**src/hdl/line_out_mixer_pkg.sv**
```systemverilog
// Constants for the line-output mixer and headphone pump control bank.
// Assumes a 10 MHz system clock and an AXI4-Lite master with 32-bit data.
// Notes on behaviour
// - Pair one is single-ended at mode 1, differential at 0; resets differential.
// - Single-ended pair one: left to pos, right to neg, left to neg.
// - Differential pair one: left mixer, left input one, right input one.
// - Pair one attenuation 0 gives 0dB, 1 gives -6dB, both legs, reset 0.
// - Volume register bit 6 mutes pair one neg, bit 5 pos; reset muted.
// - Mixer one bit 0: differential left mixer, or single-ended positive leg.
// - Mixer one bits 6,5,4,2,1 hold routes and mode; all reset 0.
// - Pair two is single-ended at mode 1, differential at 0; resets differential.
// - Single-ended pair two: right to pos, left to neg, right to neg.
// - Differential pair two: right mixer, left input one, right input one.
// - Volume bits 2,1 mute pair two neg, pos (reset 1); bit 0 attenuates.
// - Mixer two bits 6,5,4,2,1,0 hold pair two routes and mode.
// - Pump register one bit 15 enables the headphone pump; reset 0.
// - Dynamic select 0 uses headphone volumes, 1 uses live audio level.
// - Bits 9:8 pick envelope source: 00 interface one, 10 interface two.
// - After reset the pump follows the volume fields.
// - Pump register two bit 15: 1 discharges outputs when off; reset 1.
// - Pump switching clock is divided from the system clock automatically.
// - Envelope register bit 0 is the dynamic select, reset 0.
package line_out_mixer_pkg;
  localparam int unsigned ADDR_W = 9;
  localparam int unsigned REG_W = 16;
  // Register indices; byte address is four times the index.
  localparam logic [6:0] IDX_LINE_OUTPUT_VOLUME = 7'h1e;
  localparam logic [6:0] IDX_LINE_MIXER_ONE = 7'h34;
  localparam logic [6:0] IDX_LINE_MIXER_TWO = 7'h35;
  localparam logic [6:0] IDX_PUMP_ENABLE_CTRL = 7'h4c;
  localparam logic [6:0] IDX_PUMP_DISCHARGE_CTRL = 7'h4d;
  localparam logic [6:0] IDX_ENVELOPE_TRACKING_CTRL = 7'h51;
  // Field positions in the volume register.
  localparam int unsigned B_ONE_NEG_MUTE = 6;
  localparam int unsigned B_ONE_POS_MUTE = 5;
  localparam int unsigned B_ONE_ATTEN = 4;
  localparam int unsigned B_TWO_NEG_MUTE = 2;
  localparam int unsigned B_TWO_POS_MUTE = 1;
  localparam int unsigned B_TWO_ATTEN = 0;
  // Field positions shared by both line-mixer registers.
  localparam int unsigned B_SE_NEG_A = 6;
  localparam int unsigned B_SE_NEG_B = 5;
  localparam int unsigned B_MODE = 4;
  localparam int unsigned B_DIFF_IN_A = 2;
  localparam int unsigned B_DIFF_IN_B = 1;
  localparam int unsigned B_MIX_MAIN = 0;
  // Pump fields.
  localparam int unsigned B_PUMP_EN = 15;
  localparam int unsigned B_PUMP_DISCH = 15;
  localparam int unsigned B_ENV_SRC_LO = 8;
  localparam int unsigned B_DYN_SEL = 0;
  // Writable masks and reset values.
  localparam logic [15:0] MASK_VOLUME = 16'h0077;
  localparam logic [15:0] MASK_MIXER = 16'h0077;
  localparam logic [15:0] MASK_PUMP = 16'h8000;
  localparam logic [15:0] MASK_ENVELOPE = 16'h0301;
  localparam logic [15:0] RST_VOLUME = 16'h0066;
  localparam logic [15:0] RST_MIXER = 16'h0000;
  localparam logic [15:0] RST_PUMP_EN = 16'h0000;
  localparam logic [15:0] RST_PUMP_DISCH = 16'h8000;
  localparam logic [15:0] RST_ENVELOPE = 16'h0000;
  // Envelope source codes.
  localparam logic [1:0] ENV_SRC_IF_ONE = 2'h0;
  localparam logic [1:0] ENV_SRC_IF_TWO = 2'h2;
  // Volume or level thresholds for the pump operating level.
  localparam logic [5:0] LEVEL_MID_THRESH = 6'h2d;
  localparam logic [5:0] LEVEL_HIGH_THRESH = 6'h39;
  // Pump clock: system rate and switching rate give the half period.
  localparam int unsigned SYS_CLK_HZ = 10000000;
  localparam int unsigned PUMP_CLK_HZ = 500000;
  localparam int unsigned PUMP_HALF_CYCLES = SYS_CLK_HZ / (2 * PUMP_CLK_HZ);
  // AXI responses.
  localparam logic [1:0] RESP_OKAY = 2'h0;
  localparam logic [1:0] RESP_SLVERR = 2'h2;
endpackage

```
**src/hdl/line_out_mixer_charge_pump_ctrl.sv**
```systemverilog
// Register bank and route decode for two line-output pairs and the pump.
// Assumes an AXI4-Lite master on clk_i and level inputs synchronous to it.
`timescale 1ns/1ps
module line_out_mixer_charge_pump_ctrl (
  // Clock and reset.
  input wire logic clk_i,
  input wire logic reset_n_i,
  // AXI4-Lite write address and data.
  input wire logic awvalid_i,
  output logic awready_o,
  input wire logic [line_out_mixer_pkg::ADDR_W-1:0] awaddr_i,
  input wire logic wvalid_i,
  output logic wready_o,
  input wire logic [31:0] wdata_i,
  input wire logic [3:0] wstrb_i,
  // AXI4-Lite write response.
  output logic bvalid_o,
  input wire logic bready_i,
  output logic [1:0] bresp_o,
  // AXI4-Lite read.
  input wire logic arvalid_i,
  output logic arready_o,
  input wire logic [line_out_mixer_pkg::ADDR_W-1:0] araddr_i,
  output logic rvalid_o,
  input wire logic rready_i,
  output logic [31:0] rdata_o,
  output logic [1:0] rresp_o,
  // Level sources for the pump.
  input wire logic [5:0] hp_left_volume_i,
  input wire logic [5:0] hp_right_volume_i,
  input wire logic [5:0] audio_if_one_level_i,
  input wire logic [5:0] audio_if_two_level_i,
  // Pair one route enables and controls.
  output logic left_mix_to_pair_one_pos_o,
  output logic right_mix_to_pair_one_neg_o,
  output logic left_mix_to_pair_one_neg_o,
  output logic left_mix_diff_pair_one_o,
  output logic left_in_one_to_pair_one_o,
  output logic right_in_one_to_pair_one_o,
  output logic pair_one_single_ended_o,
  output logic pair_one_neg_mute_o,
  output logic pair_one_pos_mute_o,
  output logic pair_one_atten_o,
  // Pair two route enables and controls.
  output logic right_mix_to_pair_two_pos_o,
  output logic left_mix_to_pair_two_neg_o,
  output logic right_mix_to_pair_two_neg_o,
  output logic right_mix_diff_pair_two_o,
  output logic left_in_one_to_pair_two_o,
  output logic right_in_one_to_pair_two_o,
  output logic pair_two_single_ended_o,
  output logic pair_two_neg_mute_o,
  output logic pair_two_pos_mute_o,
  output logic pair_two_atten_o,
  // Charge pump.
  output logic pump_en_o,
  output logic pump_discharge_o,
  output logic pump_dynamic_o,
  output logic [1:0] pump_level_o,
  output logic pump_clk_o
);
  import line_out_mixer_pkg::*;

  ////////////////////////////////////////////////////////////////////////////
  // Reset synchroniser.

  logic rst_meta_q;
  logic rst_n_q;

  // Assert at once, release after two edges.
  always_ff @(posedge clk_i or negedge reset_n_i)
  begin
    if (!reset_n_i)
    begin
      rst_meta_q <= 1'b0;
      rst_n_q <= 1'b0;
    end
    else
    begin
      rst_meta_q <= 1'b1;
      rst_n_q <= rst_meta_q;
    end
  end

  ////////////////////////////////////////////////////////////////////////////
  // Write channel handshake.

  logic aw_full_q;
  logic aw_full_d;
  logic w_full_q;
  logic w_full_d;
  logic awready_q;
  logic wready_q;
  logic bvalid_q;
  logic bvalid_d;
  logic [1:0] bresp_q;
  logic [ADDR_W-3:0] wr_idx_q;
  logic [15:0] wr_data_q;
  logic [1:0] wr_strb_q;
  logic do_write;
  logic wr_hit;

  // The response follows once address and data are both held.
  assign do_write = aw_full_q & w_full_q;
  assign aw_full_d = (awvalid_i & awready_q) | (aw_full_q & ~do_write);
  assign w_full_d = (wvalid_i & wready_q) | (w_full_q & ~do_write);
  assign bvalid_d = do_write | (bvalid_q & ~bready_i);

  // Handshake state; readies drop while a write is pending or answering.
  always_ff @(posedge clk_i or negedge rst_n_q)
  begin
    if (!rst_n_q)
    begin
      aw_full_q <= 1'b0;
      w_full_q <= 1'b0;
      awready_q <= 1'b0;
      wready_q <= 1'b0;
      bvalid_q <= 1'b0;
      bresp_q <= RESP_OKAY;
    end
    else
    begin
      aw_full_q <= aw_full_d;
      w_full_q <= w_full_d;
      awready_q <= ~aw_full_d & ~bvalid_d;
      wready_q <= ~w_full_d & ~bvalid_d;
      bvalid_q <= bvalid_d;
      if (do_write)
      begin
        bresp_q <= wr_hit ? RESP_OKAY : RESP_SLVERR;
      end
    end
  end

  // Capture address and data as each is taken.
  always_ff @(posedge clk_i or negedge rst_n_q)
  begin
    if (!rst_n_q)
    begin
      wr_idx_q <= '0;
      wr_data_q <= '0;
      wr_strb_q <= '0;
    end
    else
    begin
      if (awvalid_i & awready_q)
      begin
        wr_idx_q <= awaddr_i[ADDR_W-1:2];
      end
      if (wvalid_i & wready_q)
      begin
        wr_data_q <= wdata_i[15:0];
        wr_strb_q <= wstrb_i[1:0];
      end
    end
  end

  // Byte-lane merge of a write into a stored register.
  function automatic logic [15:0] merge(input logic [15:0] old,
                                        input logic [15:0] mask);
    logic [15:0] val;
    val = old;
    if (wr_strb_q[0])
    begin
      val[7:0] = wr_data_q[7:0];
    end
    if (wr_strb_q[1])
    begin
      val[15:8] = wr_data_q[15:8];
    end
    return val & mask;
  endfunction

  ////////////////////////////////////////////////////////////////////////////
  // Register storage.

  logic [15:0] vol_q;
  logic [15:0] mix_one_q;
  logic [15:0] mix_two_q;
  logic [15:0] pump_en_q;
  logic [15:0] pump_disch_q;
  logic [15:0] env_q;

  assign wr_hit = (wr_idx_q == IDX_LINE_OUTPUT_VOLUME) || (wr_idx_q == IDX_LINE_MIXER_ONE)
    || (wr_idx_q == IDX_LINE_MIXER_TWO) || (wr_idx_q == IDX_PUMP_ENABLE_CTRL)
    || (wr_idx_q == IDX_PUMP_DISCHARGE_CTRL) || (wr_idx_q == IDX_ENVELOPE_TRACKING_CTRL);

  // Each register loads on a write to its own index; reserved bits stay 0.
  always_ff @(posedge clk_i or negedge rst_n_q)
  begin
    if (!rst_n_q)
    begin
      vol_q <= RST_VOLUME;
      mix_one_q <= RST_MIXER;
      mix_two_q <= RST_MIXER;
      pump_en_q <= RST_PUMP_EN;
      pump_disch_q <= RST_PUMP_DISCH;
      env_q <= RST_ENVELOPE;
    end
    else if (do_write)
    begin
      if (wr_idx_q == IDX_LINE_OUTPUT_VOLUME)
      begin
        vol_q <= merge(vol_q, MASK_VOLUME);
      end
      if (wr_idx_q == IDX_LINE_MIXER_ONE)
      begin
        mix_one_q <= merge(mix_one_q, MASK_MIXER);
      end
      if (wr_idx_q == IDX_LINE_MIXER_TWO)
      begin
        mix_two_q <= merge(mix_two_q, MASK_MIXER);
      end
      if (wr_idx_q == IDX_PUMP_ENABLE_CTRL)
      begin
        pump_en_q <= merge(pump_en_q, MASK_PUMP);
      end
      if (wr_idx_q == IDX_PUMP_DISCHARGE_CTRL)
      begin
        pump_disch_q <= merge(pump_disch_q, MASK_PUMP);
      end
      if (wr_idx_q == IDX_ENVELOPE_TRACKING_CTRL)
      begin
        env_q <= merge(env_q, MASK_ENVELOPE);
      end
    end
  end

  ////////////////////////////////////////////////////////////////////////////
  // Read channel.

  logic arready_q;
  logic rvalid_q;
  logic rvalid_d;
  logic [31:0] rdata_q;
  logic [1:0] rresp_q;
  logic [ADDR_W-3:0] rd_idx;
  logic ar_take;

  assign ar_take = arvalid_i & arready_q;
  assign rvalid_d = ar_take | (rvalid_q & ~rready_i);
  assign rd_idx = araddr_i[ADDR_W-1:2];

  // Data are returned the cycle after the address is taken.
  always_ff @(posedge clk_i or negedge rst_n_q)
  begin
    if (!rst_n_q)
    begin
      arready_q <= 1'b0;
      rvalid_q <= 1'b0;
      rdata_q <= '0;
      rresp_q <= RESP_OKAY;
    end
    else
    begin
      arready_q <= ~rvalid_d;
      rvalid_q <= rvalid_d;
      if (ar_take)
      begin
        rresp_q <= RESP_OKAY;
        unique case (rd_idx)
          IDX_LINE_OUTPUT_VOLUME: rdata_q <= {16'h0000, vol_q};
          IDX_LINE_MIXER_ONE: rdata_q <= {16'h0000, mix_one_q};
          IDX_LINE_MIXER_TWO: rdata_q <= {16'h0000, mix_two_q};
          IDX_PUMP_ENABLE_CTRL: rdata_q <= {16'h0000, pump_en_q};
          IDX_PUMP_DISCHARGE_CTRL: rdata_q <= {16'h0000, pump_disch_q};
          IDX_ENVELOPE_TRACKING_CTRL: rdata_q <= {16'h0000, env_q};
          default:
          begin
            rdata_q <= '0;
            rresp_q <= RESP_SLVERR;
          end
        endcase
      end
    end
  end

  assign awready_o = awready_q;
  assign wready_o = wready_q;
  assign bvalid_o = bvalid_q;
  assign bresp_o = bresp_q;
  assign arready_o = arready_q;
  assign rvalid_o = rvalid_q;
  assign rdata_o = rdata_q;
  assign rresp_o = rresp_q;

  ////////////////////////////////////////////////////////////////////////////
  // Line-output route decode.

  logic one_se;
  logic two_se;

  assign one_se = mix_one_q[B_MODE];
  assign two_se = mix_two_q[B_MODE];

  // Only routes of the selected mode are passed on; the others are driven low.
  always_ff @(posedge clk_i or negedge rst_n_q)
  begin
    if (!rst_n_q)
    begin
      left_mix_to_pair_one_pos_o <= 1'b0;
      right_mix_to_pair_one_neg_o <= 1'b0;
      left_mix_to_pair_one_neg_o <= 1'b0;
      left_mix_diff_pair_one_o <= 1'b0;
      left_in_one_to_pair_one_o <= 1'b0;
      right_in_one_to_pair_one_o <= 1'b0;
      pair_one_single_ended_o <= 1'b0;
      right_mix_to_pair_two_pos_o <= 1'b0;
      left_mix_to_pair_two_neg_o <= 1'b0;
      right_mix_to_pair_two_neg_o <= 1'b0;
      right_mix_diff_pair_two_o <= 1'b0;
      left_in_one_to_pair_two_o <= 1'b0;
      right_in_one_to_pair_two_o <= 1'b0;
      pair_two_single_ended_o <= 1'b0;
    end
    else
    begin
      pair_one_single_ended_o <= one_se;
      left_mix_to_pair_one_pos_o <= one_se & mix_one_q[B_MIX_MAIN];
      right_mix_to_pair_one_neg_o <= one_se & mix_one_q[B_SE_NEG_B];
      left_mix_to_pair_one_neg_o <= one_se & mix_one_q[B_SE_NEG_A];
      left_mix_diff_pair_one_o <= ~one_se & mix_one_q[B_MIX_MAIN];
      right_in_one_to_pair_one_o <= ~one_se & mix_one_q[B_DIFF_IN_A];
      left_in_one_to_pair_one_o <= ~one_se & mix_one_q[B_DIFF_IN_B];
      pair_two_single_ended_o <= two_se;
      right_mix_to_pair_two_pos_o <= two_se & mix_two_q[B_MIX_MAIN];
      right_mix_to_pair_two_neg_o <= two_se & mix_two_q[B_SE_NEG_A];
      left_mix_to_pair_two_neg_o <= two_se & mix_two_q[B_SE_NEG_B];
      right_mix_diff_pair_two_o <= ~two_se & mix_two_q[B_MIX_MAIN];
      left_in_one_to_pair_two_o <= ~two_se & mix_two_q[B_DIFF_IN_A];
      right_in_one_to_pair_two_o <= ~two_se & mix_two_q[B_DIFF_IN_B];
    end
  end

  // Mutes and attenuation come straight from the volume register.
  assign pair_one_neg_mute_o = vol_q[B_ONE_NEG_MUTE];
  assign pair_one_pos_mute_o = vol_q[B_ONE_POS_MUTE];
  assign pair_one_atten_o = vol_q[B_ONE_ATTEN];
  assign pair_two_neg_mute_o = vol_q[B_TWO_NEG_MUTE];
  assign pair_two_pos_mute_o = vol_q[B_TWO_POS_MUTE];
  assign pair_two_atten_o = vol_q[B_TWO_ATTEN];

  ////////////////////////////////////////////////////////////////////////////
  // Charge pump control.

  logic pump_on;
  logic dyn_sel;
  logic [5:0] vol_max;
  logic [5:0] env_level;
  logic [5:0] drive_level;

  assign pump_on = pump_en_q[B_PUMP_EN];
  assign dyn_sel = env_q[B_DYN_SEL];
  assign vol_max = (hp_left_volume_i > hp_right_volume_i) ? hp_left_volume_i
    : hp_right_volume_i;
  // Reserved source codes fall back to interface one.
  assign env_level = (env_q[B_ENV_SRC_LO +: 2] == ENV_SRC_IF_TWO) ? audio_if_two_level_i
    : audio_if_one_level_i;
  assign drive_level = dyn_sel ? env_level : vol_max;

  // Operating level, enable and discharge drive.
  always_ff @(posedge clk_i or negedge rst_n_q)
  begin
    if (!rst_n_q)
    begin
      pump_en_o <= 1'b0;
      pump_discharge_o <= 1'b0;
      pump_dynamic_o <= 1'b0;
      pump_level_o <= 2'h0;
    end
    else
    begin
      pump_en_o <= pump_on;
      pump_discharge_o <= ~pump_on & pump_disch_q[B_PUMP_DISCH];
      pump_dynamic_o <= dyn_sel;
      if (!pump_on)
      begin
        pump_level_o <= 2'h0;
      end
      else if (drive_level >= LEVEL_HIGH_THRESH)
      begin
        pump_level_o <= 2'h2;
      end
      else if (drive_level >= LEVEL_MID_THRESH)
      begin
        pump_level_o <= 2'h1;
      end
      else
      begin
        pump_level_o <= 2'h0;
      end
    end
  end

  // Switching clock runs only while the pump is enabled.
  pump_clock_divider #(
    .HALF_CYCLES(PUMP_HALF_CYCLES)
  ) u_pump_clk (
    .clk_i(clk_i),
    .reset_n_i(rst_n_q),
    .run_i(pump_on),
    .pump_clk_o(pump_clk_o)
  );
endmodule // line_out_mixer_charge_pump_ctrl

```
**src/hdl/pump_clock_divider.sv**
```systemverilog
// Divider that makes the pump switching clock from the system clock.
// Assumes an active-low reset from the top module, asserted at once and released synchronously.
`timescale 1ns/1ps
module pump_clock_divider #(
  parameter int unsigned HALF_CYCLES = line_out_mixer_pkg::PUMP_HALF_CYCLES
) (
  // Clock and reset.
  input wire logic clk_i,
  input wire logic reset_n_i,
  // Control and output.
  input wire logic run_i,
  output logic pump_clk_o
);
  import line_out_mixer_pkg::*;

  localparam int unsigned CNT_W = $clog2(HALF_CYCLES + 1);
  localparam logic [CNT_W-1:0] CNT_LAST = CNT_W'(HALF_CYCLES - 1);

  logic [CNT_W-1:0] count_q;
  logic pump_clk_q;

  // Toggle every half period while running; park low when stopped.
  always_ff @(posedge clk_i or negedge reset_n_i)
  begin
    if (!reset_n_i)
    begin
      count_q <= '0;
      pump_clk_q <= 1'b0;
    end
    else if (!run_i)
    begin
      count_q <= '0;
      pump_clk_q <= 1'b0;
    end
    else if (count_q == CNT_LAST)
    begin
      count_q <= '0;
      pump_clk_q <= ~pump_clk_q;
    end
    else
    begin
      count_q <= count_q + 1'b1;
    end
  end

  assign pump_clk_o = pump_clk_q;
endmodule // pump_clock_divider

```
**config.mk**
```make
export PLATFORM = sky130hd
export DESIGN_NAME = line_out_mixer_charge_pump_ctrl
export DESIGN_NICKNAME = d
export VERILOG_FILES = /design/src/hdl/line_out_mixer_pkg.sv /design/src/hdl/line_out_mixer_charge_pump_ctrl.sv /design/src/hdl/pump_clock_divider.sv
export SDC_FILE = /design/constraint.sdc
export NUM_CORES = 1
export LEC_CHECK = 0
export BUFFER_PORTS_ARGS = -buffer_cell sky130_fd_sc_hd__buf_2
export CORE_ASPECT_RATIO = 1.1
export CORE_MARGIN = 2
export CORE_UTILIZATION = 30
export CTS_CLUSTER_SIZE = 12
export DETAILED_ROUTE_END_ITERATION = 10
export GPL_TIMING_DRIVEN = 0
export SLEW_MARGIN = 20
export SYNTH_ARGS = -nofsm -noshare
export SYNTH_HDL_FRONTEND = slang
export SYNTH_SLANG_ARGS = --single-unit
```
**constraint.sdc**
```tcl
create_clock -name clk_i -period 7.83 [get_ports clk_i]
set_input_delay 1.566 -clock clk_i [delete_from_list [all_inputs] [get_ports clk_i]]
set_output_delay 1.566 -clock clk_i [all_outputs]
set_load 0.005 [all_outputs]
```
Word-level counts from Yosys, hierarchy flattened. Cells that the tools add are included. W data, S select, Z words.

Equality and inequality tests: 15. Muxes and demuxes: 13. Reduce and logical (&&, ||, !) cells: 13. Add/subtract/negate cells: 1. Bitwise logic cells: 38. Magnitude comparators: 3.

Operator list (number): $pmux W16 S6 (1); $eq A7 B7 Y1 const B (6); $eq A7 B6 Y1 const B (4); $and A1 B1 Y1 (23); $reduce_and A3 Y1 (7); $mux W6 (3); $eq A7 B5 Y1 const B (2); $ge A6 B6 Y1 const B (2); $not A1 Y1 (11); $mux W2 (4); $mux W4 (2); $gt A6 B6 Y1 (1); $reduce_or A6 Y1 (1); $logic_or A1 B1 Y1 (5); $add A4 B1 Y4 const B (1); $eq A4 B4 Y1 const B (1); $or A1 B1 Y1 (4); $mux W1 (3); $eq A2 B2 Y1 const B (1); $ne A2 B1 Y1 const B (1).

Logic and storage cells: 125. Output and inout bits: 67. Input port bits: 85. Flip-flop bits (word level): 117.

Logic depth before layout (Yosys ltp).
Depth after elaboration: 7. Mapped depth: 9. Gate-level depth less buffers: 9.

Hierarchy. From an unflattened synthesis, not the netlist that was laid out.

Cells, all modules: 339. Area, all modules: 4005.1 µm².

By module, submodules not included: line_out_mixer_charge_pump_ctrl (cells an instance 317, seq. area each 2008.2 µm², area an instance 3757.4 µm², instances 1); pump_clock_divider (cells an instance 22, seq. area each 125.1 µm², area an instance 247.7 µm², instances 1).

Worst setup path before layout. OpenSTA, ideal clock, no wires.

Path kind: in2reg. From: in hp_right_volume_i[5]. To: reg pump_level_o[0]. Cell stages on the path: 9. Library setup time: 119 ps. Buffers on the path: 0. Path slack: 4653 ps. Arrival: 3059 ps. Required time: 7711 ps. Cell sequence: inv_1 ha_1 nand4_2 o21bai_4 and2_4 o41ai_1 nor3_1 nor4bb_1 o21a_1.

Cells in the longest elaborated chain, start to end: 7. Elaborated cells on any way between the ends: 8.

RTL lines: start, declared (RTL line line_out_mixer_charge_pump_ctrl.sv:30) `input wire logic [5:0] hp_right_volume_i,`; $gt A6 B6 Y1 (RTL line line_out_mixer_charge_pump_ctrl.sv:354) `assign vol_max = (hp_left_volume_i > hp_right_volume_i) ? hp_left_volume_i`; $mux W6 * (RTL line line_out_mixer_charge_pump_ctrl.sv:354); $mux W6 * (RTL line line_out_mixer_charge_pump_ctrl.sv:359) `assign drive_level = dyn_sel ? env_level : vol_max;`; $ge A6 B6 Y1 (RTL line line_out_mixer_charge_pump_ctrl.sv:384) `else if (drive_level >= LEVEL_MID_THRESH)`; $mux W1 (RTL line line_out_mixer_charge_pump_ctrl.sv:384); $mux W2 * (RTL line line_out_mixer_charge_pump_ctrl.sv:380) `else if (drive_level >= LEVEL_HIGH_THRESH)`; $mux W2 * (RTL line line_out_mixer_charge_pump_ctrl.sv:376) `if (!pump_on)`; end signal, assigned (RTL line line_out_mixer_charge_pump_ctrl.sv:378) `pump_level_o <= 2'h0;`; end signal, assigned (RTL line line_out_mixer_charge_pump_ctrl.sv:382) `pump_level_o <= 2'h2;`; end signal, assigned (RTL line line_out_mixer_charge_pump_ctrl.sv:386) `pump_level_o <= 2'h1;`; end, declared (RTL line line_out_mixer_charge_pump_ctrl.sv:59) `output logic [1:0] pump_level_o,`.

Every way passes the cells marked *; elsewhere a longest branch is shown, timed or not. A chain may end at the register's enable or synchronous reset.

Worst setup path after layout. Ends and elaborated chain as after synthesis.

==> out/metrics.yaml <==
period_minus_slack_ns: 3.30
power.clock.fraction: 0.340
synth.avg_cell_area_um2: 12.0
yosys_warnings: 0
synth_edf_count: 0
synth_ff_type: "sky130_fd_sc_hd__dfrtp_1"
residual_drc: 0
worst_ep_required_time_ns: 8.12
r2r_end: "pump_level_o[0]"
design.portCount: 152
hp-class: "register to async pin"
die_area_um2: 14200
postLayoutCellArea_um2: 5100
start_util: 0.304
tritoncts.num_buffers: 9
p_per_area_nw_per_um2: 256
slew_violations: 0
antenna_left: 0
row_count: 44
dpl.hpwl_um: 7070
core_area_um2: 13100
nNetsFinal: 558
critical_path_class: "input pin to register"
drive_above_1_share: 0.432
final.setup.worst_slack_ns: 4.53
drt_pre_antenna_iters: 6
netsw_mw: 0.376
filler_cell_count: 1291
cts.repair_timing.setup_buffer_count: 0
worstPathArrival_ns: 3.59
antenna_cells_inserted: 0
drt_wl_total_um: 9080
synth_cells: 332
path_clk_slew_ns: 0.07
worst_skew_pair.late_latency_ns: 0.35
totalNegativeSetupSlack_ns: 0
crit_path_start_kind: "input pin"
clock-sinks: 85
first_global_vias: 2799
p_seq_frac: 0.473
power.share.switching: 0.288
grt_start_max_net_pins: 60
post_drt_wl_per_cell_um: 14.4
htreeDepth: 3
fp.dieW_um: 114
clk_root_buffer_cell: "sky130_fd_sc_hd__clkbuf_16"
global_route.overflow_total: 0
worst_r2r_startpoint: "env_q[8]"
fmaxAchievable_mhz: 303
drtIter0Drc: 131
yosys.cell_types.count: 55
final_common_cell: "sky130_fd_sc_hd__buf_2"
slew_headroom: 0.491
p_leak_nw: 2.61
vias: 2865
cts_tree: "yes"
final_min_period_over_clock_period: 0.422
grt_antenna_before_repair: 0
gr-usage-all-layers: 0.132
number_of_port_buffers: 97
grt_first_pass_wirelength_um: 14500
cts-hold-fix-buffers: 0
clock-skew-final_ns: 0.00798
cts-root-to-sink-buffers: 2
die-height_um: 125
crit_fanout: 5
internal_power_mw: 0.930
ys_ff_latch: 85
synth_async_sr_flop_share: 1.00
grt_setup_unrepaired: "false"
avgViaCountPerCell: 4.54
setup_violators_final: 0
cap_violations: 0
hold_viol: 0
reg2regPathDepth: 8
gp_congestion: 0.794
synth_seq_area_share: 0.536
run_status: "finished, final reports clean"
timing.critical_path.to_type: "register"
flow.area_growth_from_synthesis_pct: 28.2
pre_cts_slack_ns: 4.26
placement_cell_area_um2: 4790
most-common-layout-cells: "sky130_fd_sc_hd__buf_2, sky130_fd_sc_hd__dfrtp_1, sky130_fd_sc_hd__mux2_2"
synthesis.area_um2: 3980
postCtsResizedCells: 0
worst-slew-pin-transition_ns: 0.757
combinationalPowerShare: 0.187
setup.reg_to_reg.worst_slack_ns: 5.82
peakVddDrop_mv: 0.144
sequential cells by signal, summed over array words and instances, names as in the netlist, 2 cells and up:
register / count
wr_idx_q: 7
mix_one_q: 6
wr_data_q: 9
env_q: 3
u_pump_clk.count_q: 4
rdata_o: 9
mix_two_q: 6
vol_q: 6
pump_level_o: 2
wr_strb_q: 2
how the worst max path moves through the flow:
stage / from / endpoint / slack (ns) / cells after the start
final: hp_right_volume_i[5] / pump_level_o[0] / 4.53 / 9
after global routing: hp_right_volume_i[5] / pump_level_o[0] / 4.40 / 9
after CTS: hp_left_volume_i[5] / pump_level_o[0] / 4.62 / 8
after detailed placement: hp_left_volume_i[5] / pump_level_o[0] / 4.26 / 8
after global placement: hp_left_volume_i[5] / pump_level_o[0] / 4.38 / 8
after floorplan: hp_right_volume_i[5] / pump_level_o[0] / 4.65 / 9
through the flow:
step / power (mW) / util / hold WS (ns) / std cells
after global placement: 0.856 / 0.363 / 0.336 / 614
after CTS: 1.32 / 0.390 / 0.254 / 631
final: 1.31 / 0.390 / 0.232 / 631
after floorplan: 0.769 / - / 0.331 / 356
after detailed placement: 0.873 / 0.365 / 0.247 / 615
after global routing: 1.38 / 0.390 / 0.266 / 631
final cells by class:
class | count | area (µm²) | area share
inverter | 14 | 52.6 | 0.0103
sequential | 85 | 2140 | 0.419
buffer | 29 | 216 | 0.0424
multi-input combinational | 228 | 1670 | 0.327
clock buffer | 10 | 239 | 0.0468
tap | 161 | 201 | 0.0395
clock inverter | 6 | 76.3 | 0.0150
timing repair buffer | 98 | 513 | 0.101
power by group through the flow:
stage | registers [mW] | logic, mW | clock network, mW
after floorplan | 0.603 | 0.167 | 0
after global placement | 0.626 | 0.230 | 0
after detailed placement | 0.626 | 0.246 | 0
after CTS | 0.619 | 0.248 | 0.457
after global routing | 0.633 | 0.273 | 0.478
final | 0.618 | 0.244 | 0.444
per-layer routing:
metal,share of wire,global-route usage,vias to the layer above
met3,0.044,0.0268,15
met2,0.49,0.214,77
li1,-,-,1405
met5,0,0,-
met1,0.44,0.165,1368
met4,0.026,0.0674,0
kinds of logic after synthesis:
family | after synthesis | share of synthesized area
xor+xnor | 1 | 0.00220
compound gates | 48 | 0.0915
flops | 85 | 0.536
buf+inv | 43 | 0.0676
mux | 48 | 0.134
fa+ha+maj | 8 | 0.0252
other cells | 2 | 0.00189
simple gates | 97 | 0.141
cell usage after synthesis, drive strengths merged (3+ instances only):
master / n / area, µm²
a21boi: 3 / 22.5
a21oi: 6 / 30.0
a222oi: 6 / 60.1
and2: 8 / 52.6
and3: 3 / 18.8
buf: 26 / 195
clkbuf: 3 / 21.3
dfrtp: 80 / 2000
dfstp: 5 / 131
ha: 8 / 100
inv: 14 / 52.6
mux2: 43 / 484
mux2i: 5 / 50.1
nand2: 28 / 105
nand2b: 4 / 25.0
nand4: 5 / 37.5
nor2: 12 / 52.6
nor2b: 11 / 68.8
nor3: 4 / 20.0
nor3b: 3 / 22.5
nor4: 5 / 31.3
nor4bb: 3 / 30.0
o21ai: 15 / 75.1
o41ai: 3 / 26.3
critical path, cell delays in order:
cell and delay, ns:
sky130_fd_sc_hd__buf_2 0.09, sky130_fd_sc_hd__inv_1 0.04, sky130_fd_sc_hd__ha_1 0.32, sky130_fd_sc_hd__a21oi_1 0.42
sky130_fd_sc_hd__and2_4 0.23, sky130_fd_sc_hd__o41ai_1 0.06, sky130_fd_sc_hd__nor3_1 0.35, sky130_fd_sc_hd__nor4bb_1 0.33
sky130_fd_sc_hd__o21a_1 0.17
No activity file was read; power rests on OpenSTA's default activity.
